### src/bst_map.vh
// bst_map.vh: instruction codes, register widths, id field layout
// assumes: included by the test port design files only
`ifndef BST_MAP_VH
`define BST_MAP_VH

`define BST_IR_W 4
`define BST_ID_W 32
`define BST_OP_EXTERNAL 4'h0
`define BST_OP_SAMPLE 4'h1
`define BST_OP_IDENT 4'h2
`define BST_OP_CLAMP 4'h3
`define BST_OP_HIGHZ 4'h4
`define BST_OP_PASS 4'hf
`define BST_IR_CAPTURE 4'h1
`define BST_ID_VER_HI 31
`define BST_ID_VER_LO 28
`define BST_ID_PART_HI 27
`define BST_ID_PART_LO 12
`define BST_ID_MAKER_HI 11
`define BST_ID_MAKER_LO 1
`define BST_ID_MARK 0
`define BST_TCK_PERIOD_NS 100
`define BST_SYS_PERIOD_NS 4

`endif

### src/bst_tap_fsm.v
// bst_tap_fsm.v: sixteen-state test access port controller
// assumes: advanced once per detected rising test clock edge
`timescale 1ns/1ps
`default_nettype none

module bst_tap_fsm (
    // clock and reset
    input wire sys_clk,
    input wire reset,
    input wire clk_en,
    // stepping
    input wire step,
    input wire mode_sel,
    input wire tap_rst,
    // state
    output reg [15:0] state_r
);

    localparam [15:0] S_RESET = 16'h0001;
    localparam [15:0] S_IDLE = 16'h0002;
    localparam [15:0] S_DSEL = 16'h0004;
    localparam [15:0] S_DCAP = 16'h0008;
    localparam [15:0] S_DSH = 16'h0010;
    localparam [15:0] S_DEX1 = 16'h0020;
    localparam [15:0] S_DPAU = 16'h0040;
    localparam [15:0] S_DEX2 = 16'h0080;
    localparam [15:0] S_DUPD = 16'h0100;
    localparam [15:0] S_ISEL = 16'h0200;
    localparam [15:0] S_ICAP = 16'h0400;
    localparam [15:0] S_ISH = 16'h0800;
    localparam [15:0] S_IEX1 = 16'h1000;
    localparam [15:0] S_IPAU = 16'h2000;
    localparam [15:0] S_IEX2 = 16'h4000;
    localparam [15:0] S_IUPD = 16'h8000;

    reg [15:0] state_nxt;

    // standard transitions on the mode select level
    always @* begin
        case (state_r)
            S_RESET: state_nxt = mode_sel ? S_RESET : S_IDLE;
            S_IDLE: state_nxt = mode_sel ? S_DSEL : S_IDLE;
            S_DSEL: state_nxt = mode_sel ? S_ISEL : S_DCAP;
            S_DCAP: state_nxt = mode_sel ? S_DEX1 : S_DSH;
            S_DSH: state_nxt = mode_sel ? S_DEX1 : S_DSH;
            S_DEX1: state_nxt = mode_sel ? S_DUPD : S_DPAU;
            S_DPAU: state_nxt = mode_sel ? S_DEX2 : S_DPAU;
            S_DEX2: state_nxt = mode_sel ? S_DUPD : S_DSH;
            S_DUPD: state_nxt = mode_sel ? S_DSEL : S_IDLE;
            S_ISEL: state_nxt = mode_sel ? S_RESET : S_ICAP;
            S_ICAP: state_nxt = mode_sel ? S_IEX1 : S_ISH;
            S_ISH: state_nxt = mode_sel ? S_IEX1 : S_ISH;
            S_IEX1: state_nxt = mode_sel ? S_IUPD : S_IPAU;
            S_IPAU: state_nxt = mode_sel ? S_IEX2 : S_IPAU;
            S_IEX2: state_nxt = mode_sel ? S_IUPD : S_ISH;
            S_IUPD: state_nxt = mode_sel ? S_DSEL : S_IDLE;
            default: state_nxt = S_RESET;
        endcase
    end

    always @(posedge sys_clk) begin
        if (reset) begin
            state_r <= S_RESET;
        end else if (clk_en) begin
            if (tap_rst) begin
                state_r <= S_RESET;
            end else if (step) begin
                state_r <= state_nxt;
            end
        end
    end

endmodule

`default_nettype wire

### src/bst_test_port.v
// bst_test_port.v: boundary-scan test access port of a dual-port memory
// assumes: test pins arrive asynchronous to sys_clk; test clock far slower
//
// Overview of operation
// - code 0000 drives boundary cells onto outputs; boundary chain is serial path.
// - code 1111 puts the single bypass bit alone in the serial path.
// - code 0010 loads the 32-bit identification value and shifts it out.
// - code 0100 floats all functional outputs; bypass bit is serial path.
// - code 0011 holds boundary cells on outputs; bypass bit is serial path.
// - code 0001 captures what the core drives to the functional pins, excluding test pins, and shifts it.
// - sample/preload shifts serial input data into the boundary cells.
// - identification bits 31:28 hold the version field.
// - identification bits 27:12 hold the part number.
// - identification bits 11:1 hold the maker code.
// - identification bit 0 is always one.
`timescale 1ns/1ps
`default_nettype none
`include "bst_map.vh"

module bst_test_port #(
    parameter BND_W = 8,
    parameter [3:0] ID_VERSION = 4'h1, // arbitrary value
    parameter [15:0] ID_PART = 16'h1234, // arbitrary value
    parameter [10:0] ID_MAKER = 11'h155  // arbitrary value
) (
    // clock and reset
    input wire sys_clk,
    input wire reset,
    input wire clk_en,
    // test pins
    input wire test_clk,
    input wire test_mode_sel,
    input wire test_rst_n,
    input wire test_din,
    output reg test_dout_r,
    output reg test_dout_oe_r,
    // functional pins seen by the boundary chain
    input wire [BND_W-1:0] core_out,
    input wire [BND_W-1:0] pin_in,
    output reg [BND_W-1:0] pin_out_r,
    output reg pin_oe_r,
    output reg [BND_W-1:0] core_in_r
);

    // ==========================================
    // pin synchronisers
    reg [3:0] sync1_r;
    reg [3:0] sync2_r;
    reg tck_d_r;
    wire tck_s = sync2_r[0];
    wire tms_s = sync2_r[1];
    // test reset arrives active low and is inverted after the second flop
    wire trst_s = ~sync2_r[2];
    wire tdi_s = sync2_r[3];
    wire rise = tck_s & ~tck_d_r;
    wire fall = ~tck_s & tck_d_r;

    // reset values mirror idle pins, so no false edge or test reset follows reset
    always @(posedge sys_clk) begin
        if (reset) begin
            sync1_r <= 4'h4;
            sync2_r <= 4'h4;
            tck_d_r <= 1'b0;
        end else if (clk_en) begin
            sync1_r <= {test_din, test_rst_n, test_mode_sel, test_clk};
            sync2_r <= sync1_r;
            tck_d_r <= sync2_r[0];
        end
    end

    // ==========================================
    // controller
    wire [15:0] st;

    // the controller steps only on detected rises; test reset overrides stepping
    bst_tap_fsm i_bst_tap_fsm (
        .sys_clk(sys_clk),
        .reset(reset),
        .clk_en(clk_en),
        .step(rise),
        .mode_sel(tms_s),
        .tap_rst(trst_s),
        .state_r(st)
    );

    wire s_reset = st[0];
    wire s_dcap = st[3];
    wire s_dsh = st[4];
    wire s_dupd = st[8];
    wire s_icap = st[10];
    wire s_ish = st[11];
    wire s_iupd = st[15];

    // ==========================================
    // registers
    reg [`BST_IR_W-1:0] test_instruction_r;
    reg [`BST_IR_W-1:0] ir_shift_r;
    reg single_bit_passthrough_r;
    reg [`BST_ID_W-1:0] id_shift_r;
    // boundary shift stage is kept apart from the held value driven to the pins
    reg [BND_W-1:0] bnd_shift_r;
    reg [BND_W-1:0] bnd_hold_r;
    wire [`BST_ID_W-1:0] device_identification;

    // fixed identification word; bit 0 marks that the register exists
    assign device_identification[`BST_ID_VER_HI:`BST_ID_VER_LO] = ID_VERSION;
    assign device_identification[`BST_ID_PART_HI:`BST_ID_PART_LO] = ID_PART;
    assign device_identification[`BST_ID_MAKER_HI:`BST_ID_MAKER_LO] = ID_MAKER;
    assign device_identification[`BST_ID_MARK] = 1'b1;

    // ==========================================
    // instruction decode
    wire op_ext = (test_instruction_r == `BST_OP_EXTERNAL);
    wire op_smp = (test_instruction_r == `BST_OP_SAMPLE);
    wire op_id = (test_instruction_r == `BST_OP_IDENT);
    wire op_clamp = (test_instruction_r == `BST_OP_CLAMP);
    wire op_hz = (test_instruction_r == `BST_OP_HIGHZ);
    // reserved codes fall back to the bypass path and leave the pins alone,
    // so a stray code cannot float or clamp the memory outputs
    wire use_bnd = op_ext | op_smp;
    wire use_id = op_id;
    // external test captures the pins, sample captures what the core drives out
    wire [BND_W-1:0] bnd_capture = op_ext ? pin_in : core_out;

    // ==========================================
    // instruction path
    // a new code takes effect on the fall, while the controller is not sampling
    always @(posedge sys_clk) begin
        if (reset) begin
            ir_shift_r <= `BST_IR_CAPTURE;
            test_instruction_r <= `BST_OP_IDENT;
        end else if (clk_en) begin
            if (s_reset) begin
                test_instruction_r <= `BST_OP_IDENT;
            end else if (rise & s_icap) begin
                ir_shift_r <= `BST_IR_CAPTURE;
            end else if (rise & s_ish) begin
                ir_shift_r <= {tdi_s, ir_shift_r[`BST_IR_W-1:1]};
            end else if (fall & s_iupd) begin
                test_instruction_r <= ir_shift_r;
            end
        end
    end

    // ==========================================
    // data paths
    // bypass and id registers always capture and shift, boundary only under codes 0000 and 0001; the decode picks the one seen
    always @(posedge sys_clk) begin
        if (reset) begin
            single_bit_passthrough_r <= 1'b0;
            id_shift_r <= {`BST_ID_W{1'b0}};
            bnd_shift_r <= {BND_W{1'b0}};
            bnd_hold_r <= {BND_W{1'b0}};
        end else if (clk_en & rise) begin
            if (s_dcap) begin
                single_bit_passthrough_r <= 1'b0;
                id_shift_r <= device_identification;
                if (use_bnd) begin
                    bnd_shift_r <= bnd_capture;
                end
            end else if (s_dsh) begin
                single_bit_passthrough_r <= tdi_s;
                id_shift_r <= {tdi_s, id_shift_r[`BST_ID_W-1:1]};
                if (use_bnd) begin
                    bnd_shift_r <= {tdi_s, bnd_shift_r[BND_W-1:1]};
                end
            end
        end else if (clk_en & fall & s_dupd & use_bnd) begin
            bnd_hold_r <= bnd_shift_r;
        end
    end

    // ==========================================
    // serial output on falling edge
    reg tdo_nxt;
    // output enable follows the shift states so the line floats between scans
    wire shifting = s_ish | s_dsh;

    // instruction shifting wins; otherwise the decoded data register drives out
    always @* begin
        if (s_ish) begin
            tdo_nxt = ir_shift_r[0];
        end else if (use_bnd) begin
            tdo_nxt = bnd_shift_r[0];
        end else if (use_id) begin
            tdo_nxt = id_shift_r[0];
        end else begin
            tdo_nxt = single_bit_passthrough_r;
        end
    end

    always @(posedge sys_clk) begin
        if (reset) begin
            test_dout_r <= 1'b0;
            test_dout_oe_r <= 1'b0;
        end else if (clk_en & fall) begin
            test_dout_r <= tdo_nxt;
            test_dout_oe_r <= shifting;
        end
    end

    // ==========================================
    // functional pin muxing
    // the core path runs under every code; only the pin side is switched
    wire drive_cells = op_ext | op_clamp;

    always @(posedge sys_clk) begin
        if (reset) begin
            pin_out_r <= {BND_W{1'b0}};
            pin_oe_r <= 1'b1;
            core_in_r <= {BND_W{1'b0}};
        end else if (clk_en) begin
            pin_out_r <= drive_cells ? bnd_hold_r : core_out;
            pin_oe_r <= ~op_hz;
            core_in_r <= pin_in;
        end
    end

endmodule

`default_nettype wire

### config.mk
export PLATFORM = sky130hd
export DESIGN_NAME = bst_test_port
export DESIGN_NICKNAME = d
export VERILOG_FILES = /design/src/bst_tap_fsm.v /design/src/bst_test_port.v
export VERILOG_INCLUDE_DIRS = /design/src /design/src/src
export SDC_FILE = /design/constraint.sdc
export NUM_CORES = 1
export LEC_CHECK = 0
export BUFFER_PORTS_ARGS = -buffer_cell sky130_fd_sc_hd__clkbuf_2
export CAP_MARGIN = 30
export CORE_ASPECT_RATIO = 0.6
export CORE_MARGIN = 4
export CORE_UTILIZATION = 58
export CTS_BUF_LIST = sky130_fd_sc_hd__clkbuf_16
export CTS_CLUSTER_DIAMETER = 30
export DETAILED_ROUTE_END_ITERATION = 8
export MAX_ROUTING_LAYER = met4
export PLACE_DENSITY = 0.78
export SLEW_MARGIN = 20
export SYNTH_ARGS = -nofsm -noshare
export SYNTH_HDL_FRONTEND = slang
export SYNTH_SLANG_ARGS = --single-unit
### constraint.sdc
create_clock -name sys_clk -period 2.4 [get_ports sys_clk]
set_input_delay 0.48 -clock sys_clk [delete_from_list [all_inputs] [get_ports sys_clk]]
set_output_delay 0.48 -clock sys_clk [all_outputs]
set_load 0.02 [all_outputs]
==> results of run 1 <==
synth_stat cells (2+ instances only):
cell,number,share of area
xnor2_1,7,0.014
inv_1,3,0.0026
nor2b_1,3,0.0043
a31oi_1,2,0.0029
clkbuf_1,40,0.035
and3b_1,2,0.0040
nor2_1,78,0.068
nand3b_1,21,0.036
nor4b_1,3,0.0061
o21bai_1,2,0.0035
nand2_1,45,0.039
nand4b_1,2,0.0040
nor3_1,37,0.043
nor4_1,3,0.0043
a32oi_1,3,0.0061
a211oi_1,10,0.017
or3_1,3,0.0043
dfxtp_1,100,0.46
mux2i_1,40,0.092
xor2_1,2,0.0040
nand3_1,7,0.0081
nand4_1,2,0.0029
a211o_1,10,0.020
a21oi_1,40,0.046
a22oi_1,10,0.017
and3_1,3,0.0043
o21ai_0,7,0.0081
nand2b_1,2,0.0029
area by class of cell:
type                            count  share of cell area
Timing Repair Buffer               59             0.07127
Sequential cell                   100              0.4043
Clock inverter                      7             0.01365
Multi-Input combinational cell    360              0.4367
Inverter                            3            0.002274
Tap cell                          104             0.02628
Clock buffer                        9             0.04549
cell families after synthesis:
kind of cell / after synthesis / synth area share
xor gates and xnor gates: 9 / 0.01821
and+or+nand+nor: 221 / 0.2529
muxes: 40 / 0.09248
AOI/OAI and AO/OA: 90 / 0.1332
buffers and inverters: 45 / 0.04075
DFF: 100 / 0.4624
path summary, 6_finish.rpt:
path / slack [ns] / cells past startpoint / end
max: 0.1 / 5 / i_bst_tap_fsm.state_r[14]$_SDFFE_PP0P_
min: 0.37 / 2 / sync1_r[2]$_SDFFE_PP1P_
max reg2reg: 0.1 / 5 / i_bst_tap_fsm.state_r[14]$_SDFFE_PP0P_
min reg2reg: 0.45 / 2 / id_shift_r[30]$_SDFFE_PP0P_
state kept, by name, summed over array words and instances (netlist names):
register                  flops
test_dout_oe_r                1
test_dout_r                   1
sync2_r                       4
id_shift_r                   31
core_in_r                     8
single_bit_passthrough_r      1
tck_d_r                       1
bnd_hold_r                    8
ir_shift_r                    4
test_instruction_r            4
pin_oe_r                      1
i_bst_tap_fsm.state_r        16
sync1_r                       4
bnd_shift_r                   8
pin_out_r                     8
stage by stage:
step	total power, mW	hold slack [ns]
4_1_cts	3.349	0.3503
2_1_floorplan	1.845	0.4314
3_3_place_gp	1.918	0.4394
6_report	3.328	0.3652
5_1_grt	3.446	0.3642
3_5_place_dp	1.923	0.4450
routing by layer:
layer / wire (µm) / share of wire
met5: 0 / 0
met4: 150 / 0.015
met3: 731 / 0.071
met2: 4368 / 0.42
met1: 5039 / 0.49
power by group:
part / leakage [nW] / switching [mW] / internal, mW / total (mW)
Sequential: 0.810 / 0.0179 / 1.68 / 1.70
Clock: 0.145 / 0.637 / 0.805 / 1.44
Combinational: 0.978 / 0.115 / 0.0694 / 0.184
==> results.md, run 1 <==
* Ports at 42
* Fin cells at 642
* Clock Tree Buf Depth at 2
* Max VDD drop at 0.4031 mV
* Critical path's largest stage delay at 0.53 ns
* Die area at 8956 µm²
* Worst slew margin at 0.4621
* Met1 Use GR at 0.3562
* Synthesis Warnings at 0
* Hold-fix buffers, CTS at 0
* Root Buffer: clkbuf_16
* Crit path max-delay cell type: or4_4
* Clock Sinks at 100
* PD cells at 672.1 nW/µm²
* Critical path fanouts, max at 7
* TritonCTS Buffers at 9
* Slew @ Worst Pin at 0.8068 ns
* Crit path launch: i_bst_tap_fsm.state_r[15]$_SDFFE_PP0P_
* Post-synth ARST share at 0
* CTS tree: built
* Multi-input gate area at 2162 µm²
* Register Area at 2002 µm²
* Worst EP required at 2.67 ns
* Crit-path cells: or2_0, or4_4, or3_1, or4b_1, a21oi_1
* Worst path top cell family by delay: simple AND/OR/NAND/NOR gates
* Vias in the first global route at 3396
* Dpl hpwl at 7.078 mm
* Crit. End Element: flop
* Diodes inserted at 0
* Grt met2 use at 0.3513
* Syn avg cell area at 8.573 µm²
* #FFs+latches synth at 100
* PostCTS Resize Cnt at 0
* Cell Count Post-Placement at 626
* Hold crit path type: primary input to flop
* First-pass GRT wire length at 16.87 mm
* Net Count, Synth at 528
* Post-CTS Setup Repair Bufs at 0
* Worst R2R Start: i_bst_tap_fsm.state_r[15]$_SDFFE_PP0P_
* Setup ws final at 0.09913 ns
* Ys flop type: dfxtp_1
* FMAX at 434.6 MHz
* Drt first pass iters at 5
* Post-Synthesis Cells at 505
* Final period utilization at 0.9587
* Filler cells at 623
* All-Layer GR Usage at 0.2493
* Worst path bufs/invs at 0
* Met3 global-route usage at 0.05631
* Routed Antenna Nets at 0
* Vias at 3766
* I/O Buffers at 41
* Largest net degree at the start of global routing at 54
* DIE WIDTH at 119.5 µm
* Leak pwr at 1.933 nW
* Final Hold Vio Count at 0
* Max_cap viols at 0
* Final Util at 0.6813
* Wire length per cell at 16.03 µm
* Final nets at 556
* Setup violators final at 0
* EDFF count, synth at 0
* Vias per inst at 5.866
* Distinct cell type count after synthesis at 46
* WP data arrival at 2.57 ns
* Most common cell after layout, fill and taps aside: dfxtp_1
* Pre-CTS setup slack at 0.1401 ns
* Post-layout instance area at 4951 µm²
* Status: complete, no violations
* RSZ-0062 raised after global routing: false
* Core area at 7267 µm²
* Setup TNS at 0 ns
* Worst setup SP type: flop
* Placed Area at 4653 µm²
* Clk slew on worst S/H paths at 0.07 ns
* Critical path class: flop to flop
* HP Start: test_rst_n
* Initial antenna violation count at 0
* Drt total wl at 10.29 mm
* Rows at 24
* Share of cells above drive strength 1 at 0.1487
* Layout area overhead at 14.36%
* Iteration-0 DRC Markers at 401
* Busiest grt layer: met1
* Most frequent cells in the layout: dfxtp_1 (100), nor2_1 (78), nand2_1 (45)
* Final max-slew violation count at 0
* Die span in y at 74.92 µm
* Sequential fraction of the synthesis area at 0.4624
* Routability cong. at 0.9579
* Final Skew at 0.005826 ns
* Initial core utilization at 0.5957
* Htree depth at 3
* Minimum clock period at 2.301 ns
* GRT Residual Overflow at 0
* DRC at 0
* Later-pin clock latency in the skew report at 0.35 ns
* Post-Syn Area at 4329 µm²
Note: power is estimated with default switching activity, not from simulation.
==> inputs of run 2 (changes only) <==
--- a/config.mk
+++ b/config.mk
@@ -10,5 +10,5 @@
 export CAP_MARGIN = 30
 export CORE_ASPECT_RATIO = 0.6
-export CORE_MARGIN = 4
+export CORE_MARGIN = 3
 export CORE_UTILIZATION = 58
 export CTS_BUF_LIST = sky130_fd_sc_hd__clkbuf_16
==> constraint.sdc (replaced) <==
create_clock -name sys_clk -period 2.4 [get_ports sys_clk]
set_input_delay 0.12 -clock sys_clk [delete_from_list [all_inputs] [get_ports sys_clk]]
set_output_delay 0.12 -clock sys_clk [all_outputs]
set_load 0.02 [all_outputs]
==> results.md, run 2 (synthesis results as in run 1) <==
* Largest Register: id_shift_r
* Crit path max-delay cell type: or4b_1
* All-Layer GR Usage at 0.2589
* R2R cell count at 5
* Largest regs: id_shift_r x31, i_bst_tap_fsm.state_r x16
* I/O Buffers at 41
* Root Buffer: clkbuf_16
* Final nets at 549
* Die span in y at 72.92 µm
* Largest net degree at the start of global routing at 101
* Wire length per cell at 16.59 µm
* Slew @ Worst Pin at 0.6773 ns
* Register Area at 2002 µm²
* Critical path fanouts, max at 9
* Setup violators final at 0
* DR WL met3 at 763 µm
* Most frequent cells in the layout: dfxtp_1 (100), nor2_1 (78), nand2_1 (45)
* Switching share of total power at 0.2096
* Leak pwr at 1.904 nW
* Rows at 23
* Worst R2R Start: i_bst_tap_fsm.state_r[5]$_SDFFE_PP0P_
* Diodes inserted at 0
* Ports at 42
* Flop pwr share at 0.508
* FMAX at 440.9 MHz
* Worst EP required at 2.66 ns
* RSZ-0062 raised after global routing: false
* DIE WIDTH at 117.5 µm
* Worst Hold Path Cells at 3
* Drt first pass iters at 6
* Routability cong. at 0.9322
* Vias at 3692
* Hold endpoint: sync1_r[0]$_SDFFE_PP0P_
* Crit. End Element: flop
* Dpl hpwl at 7.100 mm
* Initial core utilization at 0.6242
* Flip-flop count of the largest register after layout at 31
* First-pass GRT wire length at 17.29 mm
* Reg2reg end: i_bst_tap_fsm.state_r[14]$_SDFFE_PP0P_
* Hold crit path type: primary input to flop
* Max VDD drop at 0.5264 mV
* Filler cells at 537
* Share of cells above drive strength 1 at 0.1340
* Critical path class: flop to flop
* Pint at 2.648 mW
* Clock Sinks at 100
* Switching Power at 0.7021 mW
* Final Hold Vio Count at 0
* Clock Tree Buf Depth at 2
* Crit-path cells: nor3_1, nand2_1, or3_1, or4b_1, a21oi_1
* TritonCTS Buffers at 9
* Multi-input gate area at 2157 µm²
* Worst slew margin at 0.5472
* WP data arrival at 2.53 ns
* Most common cell after layout, fill and taps aside: dfxtp_1
* Minimum clock period at 2.268 ns
* Clock power share at 0.440
* DRC at 0
* Die area at 8571 µm²
* Vias in the first global route at 3469
* Routed Antenna Nets at 0
* Final period utilization at 0.9449
* Htree depth at 3
* Layout area overhead at 13.29%
* Max_cap viols at 0
* Combinational fraction of design power at 0.052
* Later-pin clock latency in the skew report at 0.33 ns
* PD cells at 683.1 nW/µm²
* Status: complete, no violations
* Clk slew on worst S/H paths at 0.06 ns
* Final Skew at 0.006155 ns
* Total power at 3.350 mW
* Drt total wl at 10.45 mm
* Setup TNS at 0 ns
* Met2 WL at 4.482 mm
* Reg2Reg Setup Slack at 0.13 ns
* Initial antenna violation count at 0
* GRT Residual Overflow at 0
* Final max-slew violation count at 0
* Vias per inst at 5.860
* CTS tree: built
* Iteration-0 DRC Markers at 333
* Critical path's largest stage delay at 0.51 ns
* Max Used Layer: met4
* Worst setup SP type: flop
* Core area at 6935 µm²
* Met1 WL at 5.081 mm
* HP Start: test_clk
## run 2: cell count changes in the layout (fill, tap and decap cells not counted), sizes merged
cell,change
inv,-1
bufinv,+1
clkinv,-1
buf,-8
dlygate4sd3,+1
## run 2: layout make-up
| cell class | count | area share |
|---|---|---|
| clock buffers | 9 | 0.04592 |
| clock inverters | 6 | 0.01658 |
| inverters | 3 | 0.002296 |
| multi-input cells | 360 | 0.4398 |
| flip-flops and latches | 100 | 0.4082 |
| well taps | 100 | 0.02551 |
| repair buffers | 52 | 0.06173 |
## run 2: worst max-delay path, delay by kind of cell (launching register included)
kind	cells	cell delay (ns)
flip-flops	1	0.39
AO/OA/AOI/OAI	1	0.14
AND/OR/NAND/NOR	4	1.67
## run 2: metrics by stage
step | utilization | cells | area [µm²] | hold slack [ns] | worst slack, ns
after floorplan | - | 505 | 4329 | 0.2424 | 0.2294
after global placement | 0.6616 | 614 | 4588 | 0.3315 | 0.1859
after detailed placement | 0.6616 | 614 | 4588 | 0.3423 | 0.1718
after CTS | 0.7072 | 630 | 4905 | 0.02925 | 0.1625
after global routing | 0.7072 | 630 | 4905 | 0.04027 | 0.01256
final | 0.7072 | 630 | 4905 | 0.03401 | 0.1321
## run 2: timing repair
| item | CTS | global route |
|---|---|---|
| endpoints found under the hold margin | 1 | 0 |
| hold buffers | 1 | 0 |
| resized for setup | 0 | 0 |
| setup buffers | 0 | 0 |
## run 2: how the worst max path moves through the flow
stage	start	endpoint	slack, ns
after floorplan	i_bst_tap_fsm.state_r[8]$_SDFFE_PP0P_	i_bst_tap_fsm.state_r[14]$_SDFFE_PP0P_	0.23
after global placement	i_bst_tap_fsm.state_r[15]$_SDFFE_PP0P_	i_bst_tap_fsm.state_r[14]$_SDFFE_PP0P_	0.19
after detailed placement	i_bst_tap_fsm.state_r[15]$_SDFFE_PP0P_	i_bst_tap_fsm.state_r[14]$_SDFFE_PP0P_	0.17
after CTS	i_bst_tap_fsm.state_r[15]$_SDFFE_PP0P_	i_bst_tap_fsm.state_r[14]$_SDFFE_PP0P_	0.16
after global routing	i_bst_tap_fsm.state_r[5]$_SDFFE_PP0P_	i_bst_tap_fsm.state_r[14]$_SDFFE_PP0P_	0.01
final	i_bst_tap_fsm.state_r[5]$_SDFFE_PP0P_	i_bst_tap_fsm.state_r[14]$_SDFFE_PP0P_	0.13
## run 2: power by group through the flow
stage          sequential, mW  combinational [mW]  clock, mW
2_1_floorplan            1.76              0.0876          0
3_3_place_gp             1.74               0.169          0
3_5_place_dp             1.74               0.172          0
4_1_cts                  1.70               0.174       1.50
5_1_grt                  1.71               0.191       1.57
6_report                 1.70               0.173       1.47
## run 2: per-layer routing
metal,vias to the layer above,track usage
li1,1819,-
met2,141,0.3881
met1,1715,0.3534
met4,0,0.06494
met3,17,0.06739
met5,-,-
==> inputs of run 3 (changes only) <==
- CTS_BUF_LIST: sky130_fd_sc_hd__clkbuf_16 -> unset
==> results.md, run 3 (synthesis results as in run 1) <==
* Clock Sinks at 100
* Die area at 8571 µm²
* Max_cap viols at 0
* Flop pwr share at 0.507
* Vias at 3708
* Pint at 2.653 mW
* Diodes inserted at 0
* Die span in y at 72.92 µm
* Routability cong. at 0.9322
* First-pass GRT wire length at 17.29 mm
* Setup TNS at 0 ns
* RSZ-0062 raised after global routing: false
* Vias per inst at 5.886
* CTS tree: built
* Crit. End Element: flop
* Htree depth at 3
* Final Hold Vio Count at 0
* Final Util at 0.7072
* Setup ws final at 0.1284 ns
* WHS at 0.03274 ns
* Max VDD drop at 0.5299 mV
* Initial core utilization at 0.6242
* Worst path top cell family by delay: simple AND/OR/NAND/NOR gates
* Pre-CTS setup slack at 0.1718 ns
* Combinational fraction of design power at 0.052
* TritonCTS Buffers at 9
* Core area at 6935 µm²
* Final period utilization at 0.9465
* Critical path's largest stage delay at 0.51 ns
* Root Buffer: clkbuf_16
* Crit-path cells: nor3_1, nand2_1, or3_1, or4b_1, a21oi_1
* Reg2reg end: i_bst_tap_fsm.state_r[14]$_SDFFE_PP0P_
* Slew @ Worst Pin at 0.6783 ns
* Ports at 42
* R2R cell count at 5
* Most frequent cells in the layout: dfxtp_1 (100), nor2_1 (78), nand2_1 (45)
* Worst R2R Start: i_bst_tap_fsm.state_r[5]$_SDFFE_PP0P_
* Worst path bufs/invs at 0
* Post-layout instance area at 4905 µm²
* Largest regs: id_shift_r x31, i_bst_tap_fsm.state_r x16
* Worst setup SP type: flop
* Total power at 3.357 mW
* Routed Antenna Nets at 0
* Final max-slew violation count at 0
* Initial antenna violation count at 0
* Filler cells at 537
* GRT Residual Overflow at 0
* Dpl hpwl at 7.100 mm
* PD cells at 684.5 nW/µm²
* I/O Buffers at 41
* Iteration-0 DRC Markers at 333
* Worst EP required at 2.66 ns
* Vias in the first global route at 3469
* Largest Register: id_shift_r
* Clock Tree Buf Depth at 2
* Clock power share at 0.441
* Critical path fanouts, max at 9
* Status: complete, no violations
* Crit path max-delay cell type: or4b_1
* Placed Area at 4588 µm²
* Leak pwr at 1.900 nW
* Switching share of total power at 0.2099
* DIE WIDTH at 117.5 µm
* Fin cells at 630
* Switching Power at 0.7047 mW
* Largest net degree at the start of global routing at 101
* Final Skew at 0.006242 ns
* Critical path class: flop to flop
* Reg2Reg Setup Slack at 0.13 ns
* Worst Hold Path Cells at 3
* Wire length per cell at 16.63 µm
* Clk slew on worst S/H paths at 0.06 ns
* HP Start: test_clk
* Hold crit path type: primary input to flop
* Layout area overhead at 13.29%
* All-Layer GR Usage at 0.2589
* DRC at 0
* Final nets at 549
* Hold endpoint: sync1_r[0]$_SDFFE_PP0P_
* Minimum clock period at 2.272 ns
* Worst slew margin at 0.5465
* Share of cells above drive strength 1 at 0.1340
* WP data arrival at 2.54 ns
* Drt total wl at 10.48 mm
* Cell Count Post-Placement at 614
* Rows at 23
* Later-pin clock latency in the skew report at 0.33 ns
* Drt first pass iters at 5
* Flip-flop count of the largest register after layout at 31
* Most common cell after layout, fill and taps aside: dfxtp_1
* FMAX at 440.2 MHz
* Setup violators final at 0
-- run 3: cell count changes in the layout (fill, tap and decap cells not counted), sizes merged --
| cell | previous run | this run |
|---|---|---|
| clkbuf | 49 | 50 |
| inv | 4 | 3 |
-- run 3: cell type report --
| cell class | count | area (µm²) | area share |
|---|---|---|---|
| Clock buffer | 10 | 229.0 | 0.04668 |
| Clock inverter | 5 | 77.57 | 0.01582 |
| Inverter | 3 | 11.26 | 0.002296 |
| Multi-Input combinational cell | 360 | 2157 | 0.4398 |
| Sequential cell | 100 | 2002 | 0.4082 |
| Tap cell | 100 | 125.1 | 0.02551 |
| Timing Repair Buffer | 52 | 302.8 | 0.06173 |
-- run 3: worst max-delay path by stage --
stage	endpoint	startpoint	slack, ns	cells after the start
after detailed placement	i_bst_tap_fsm.state_r[14]$_SDFFE_PP0P_	i_bst_tap_fsm.state_r[15]$_SDFFE_PP0P_	0.17	5
after global placement	i_bst_tap_fsm.state_r[14]$_SDFFE_PP0P_	i_bst_tap_fsm.state_r[15]$_SDFFE_PP0P_	0.19	5
after global routing	i_bst_tap_fsm.state_r[14]$_SDFFE_PP0P_	i_bst_tap_fsm.state_r[5]$_SDFFE_PP0P_	0.01	5
after CTS	i_bst_tap_fsm.state_r[14]$_SDFFE_PP0P_	i_bst_tap_fsm.state_r[15]$_SDFFE_PP0P_	0.16	5
final	i_bst_tap_fsm.state_r[14]$_SDFFE_PP0P_	i_bst_tap_fsm.state_r[5]$_SDFFE_PP0P_	0.13	5
after floorplan	i_bst_tap_fsm.state_r[14]$_SDFFE_PP0P_	i_bst_tap_fsm.state_r[8]$_SDFFE_PP0P_	0.23	6
-- run 3: repair_timing --
| item | in CTS | in global routing |
|---|---|---|
| setup buffers | 0 | 0 |
| resized for setup | 0 | 0 |
| hold buffers | 1 | 0 |
| endpoints found under the hold margin | 1 | 0 |
-- run 3: worst reg2reg max path: stages (launching register included) --
cell	delay, ns
dfxtp_1	0.39
nor3_1	0.48
nand2_1	0.24
or3_1	0.44
or4b_1	0.51
a21oi_1	0.14
-- run 3: power groups by stage --
| stage | clock network, mW | logic (mW) | registers (mW) |
|---|---|---|---|
| global route | 1.57 | 0.191 | 1.71 |
| CTS | 1.51 | 0.174 | 1.70 |
| detailed placement | 0 | 0.172 | 1.74 |
| finish | 1.48 | 0.173 | 1.70 |
| global placement | 0 | 0.169 | 1.74 |
| floorplan | 0 | 0.0876 | 1.76 |
-- run 3: layer usage --
metal / part of all wire / track usage / vias to the layer above
li1: - / - / 1819
met2: 0.43 / 0.3881 / 146
met1: 0.48 / 0.3534 / 1728
met5: 0 / - / -
met4: 0.011 / 0.06494 / 0
met3: 0.074 / 0.06739 / 15
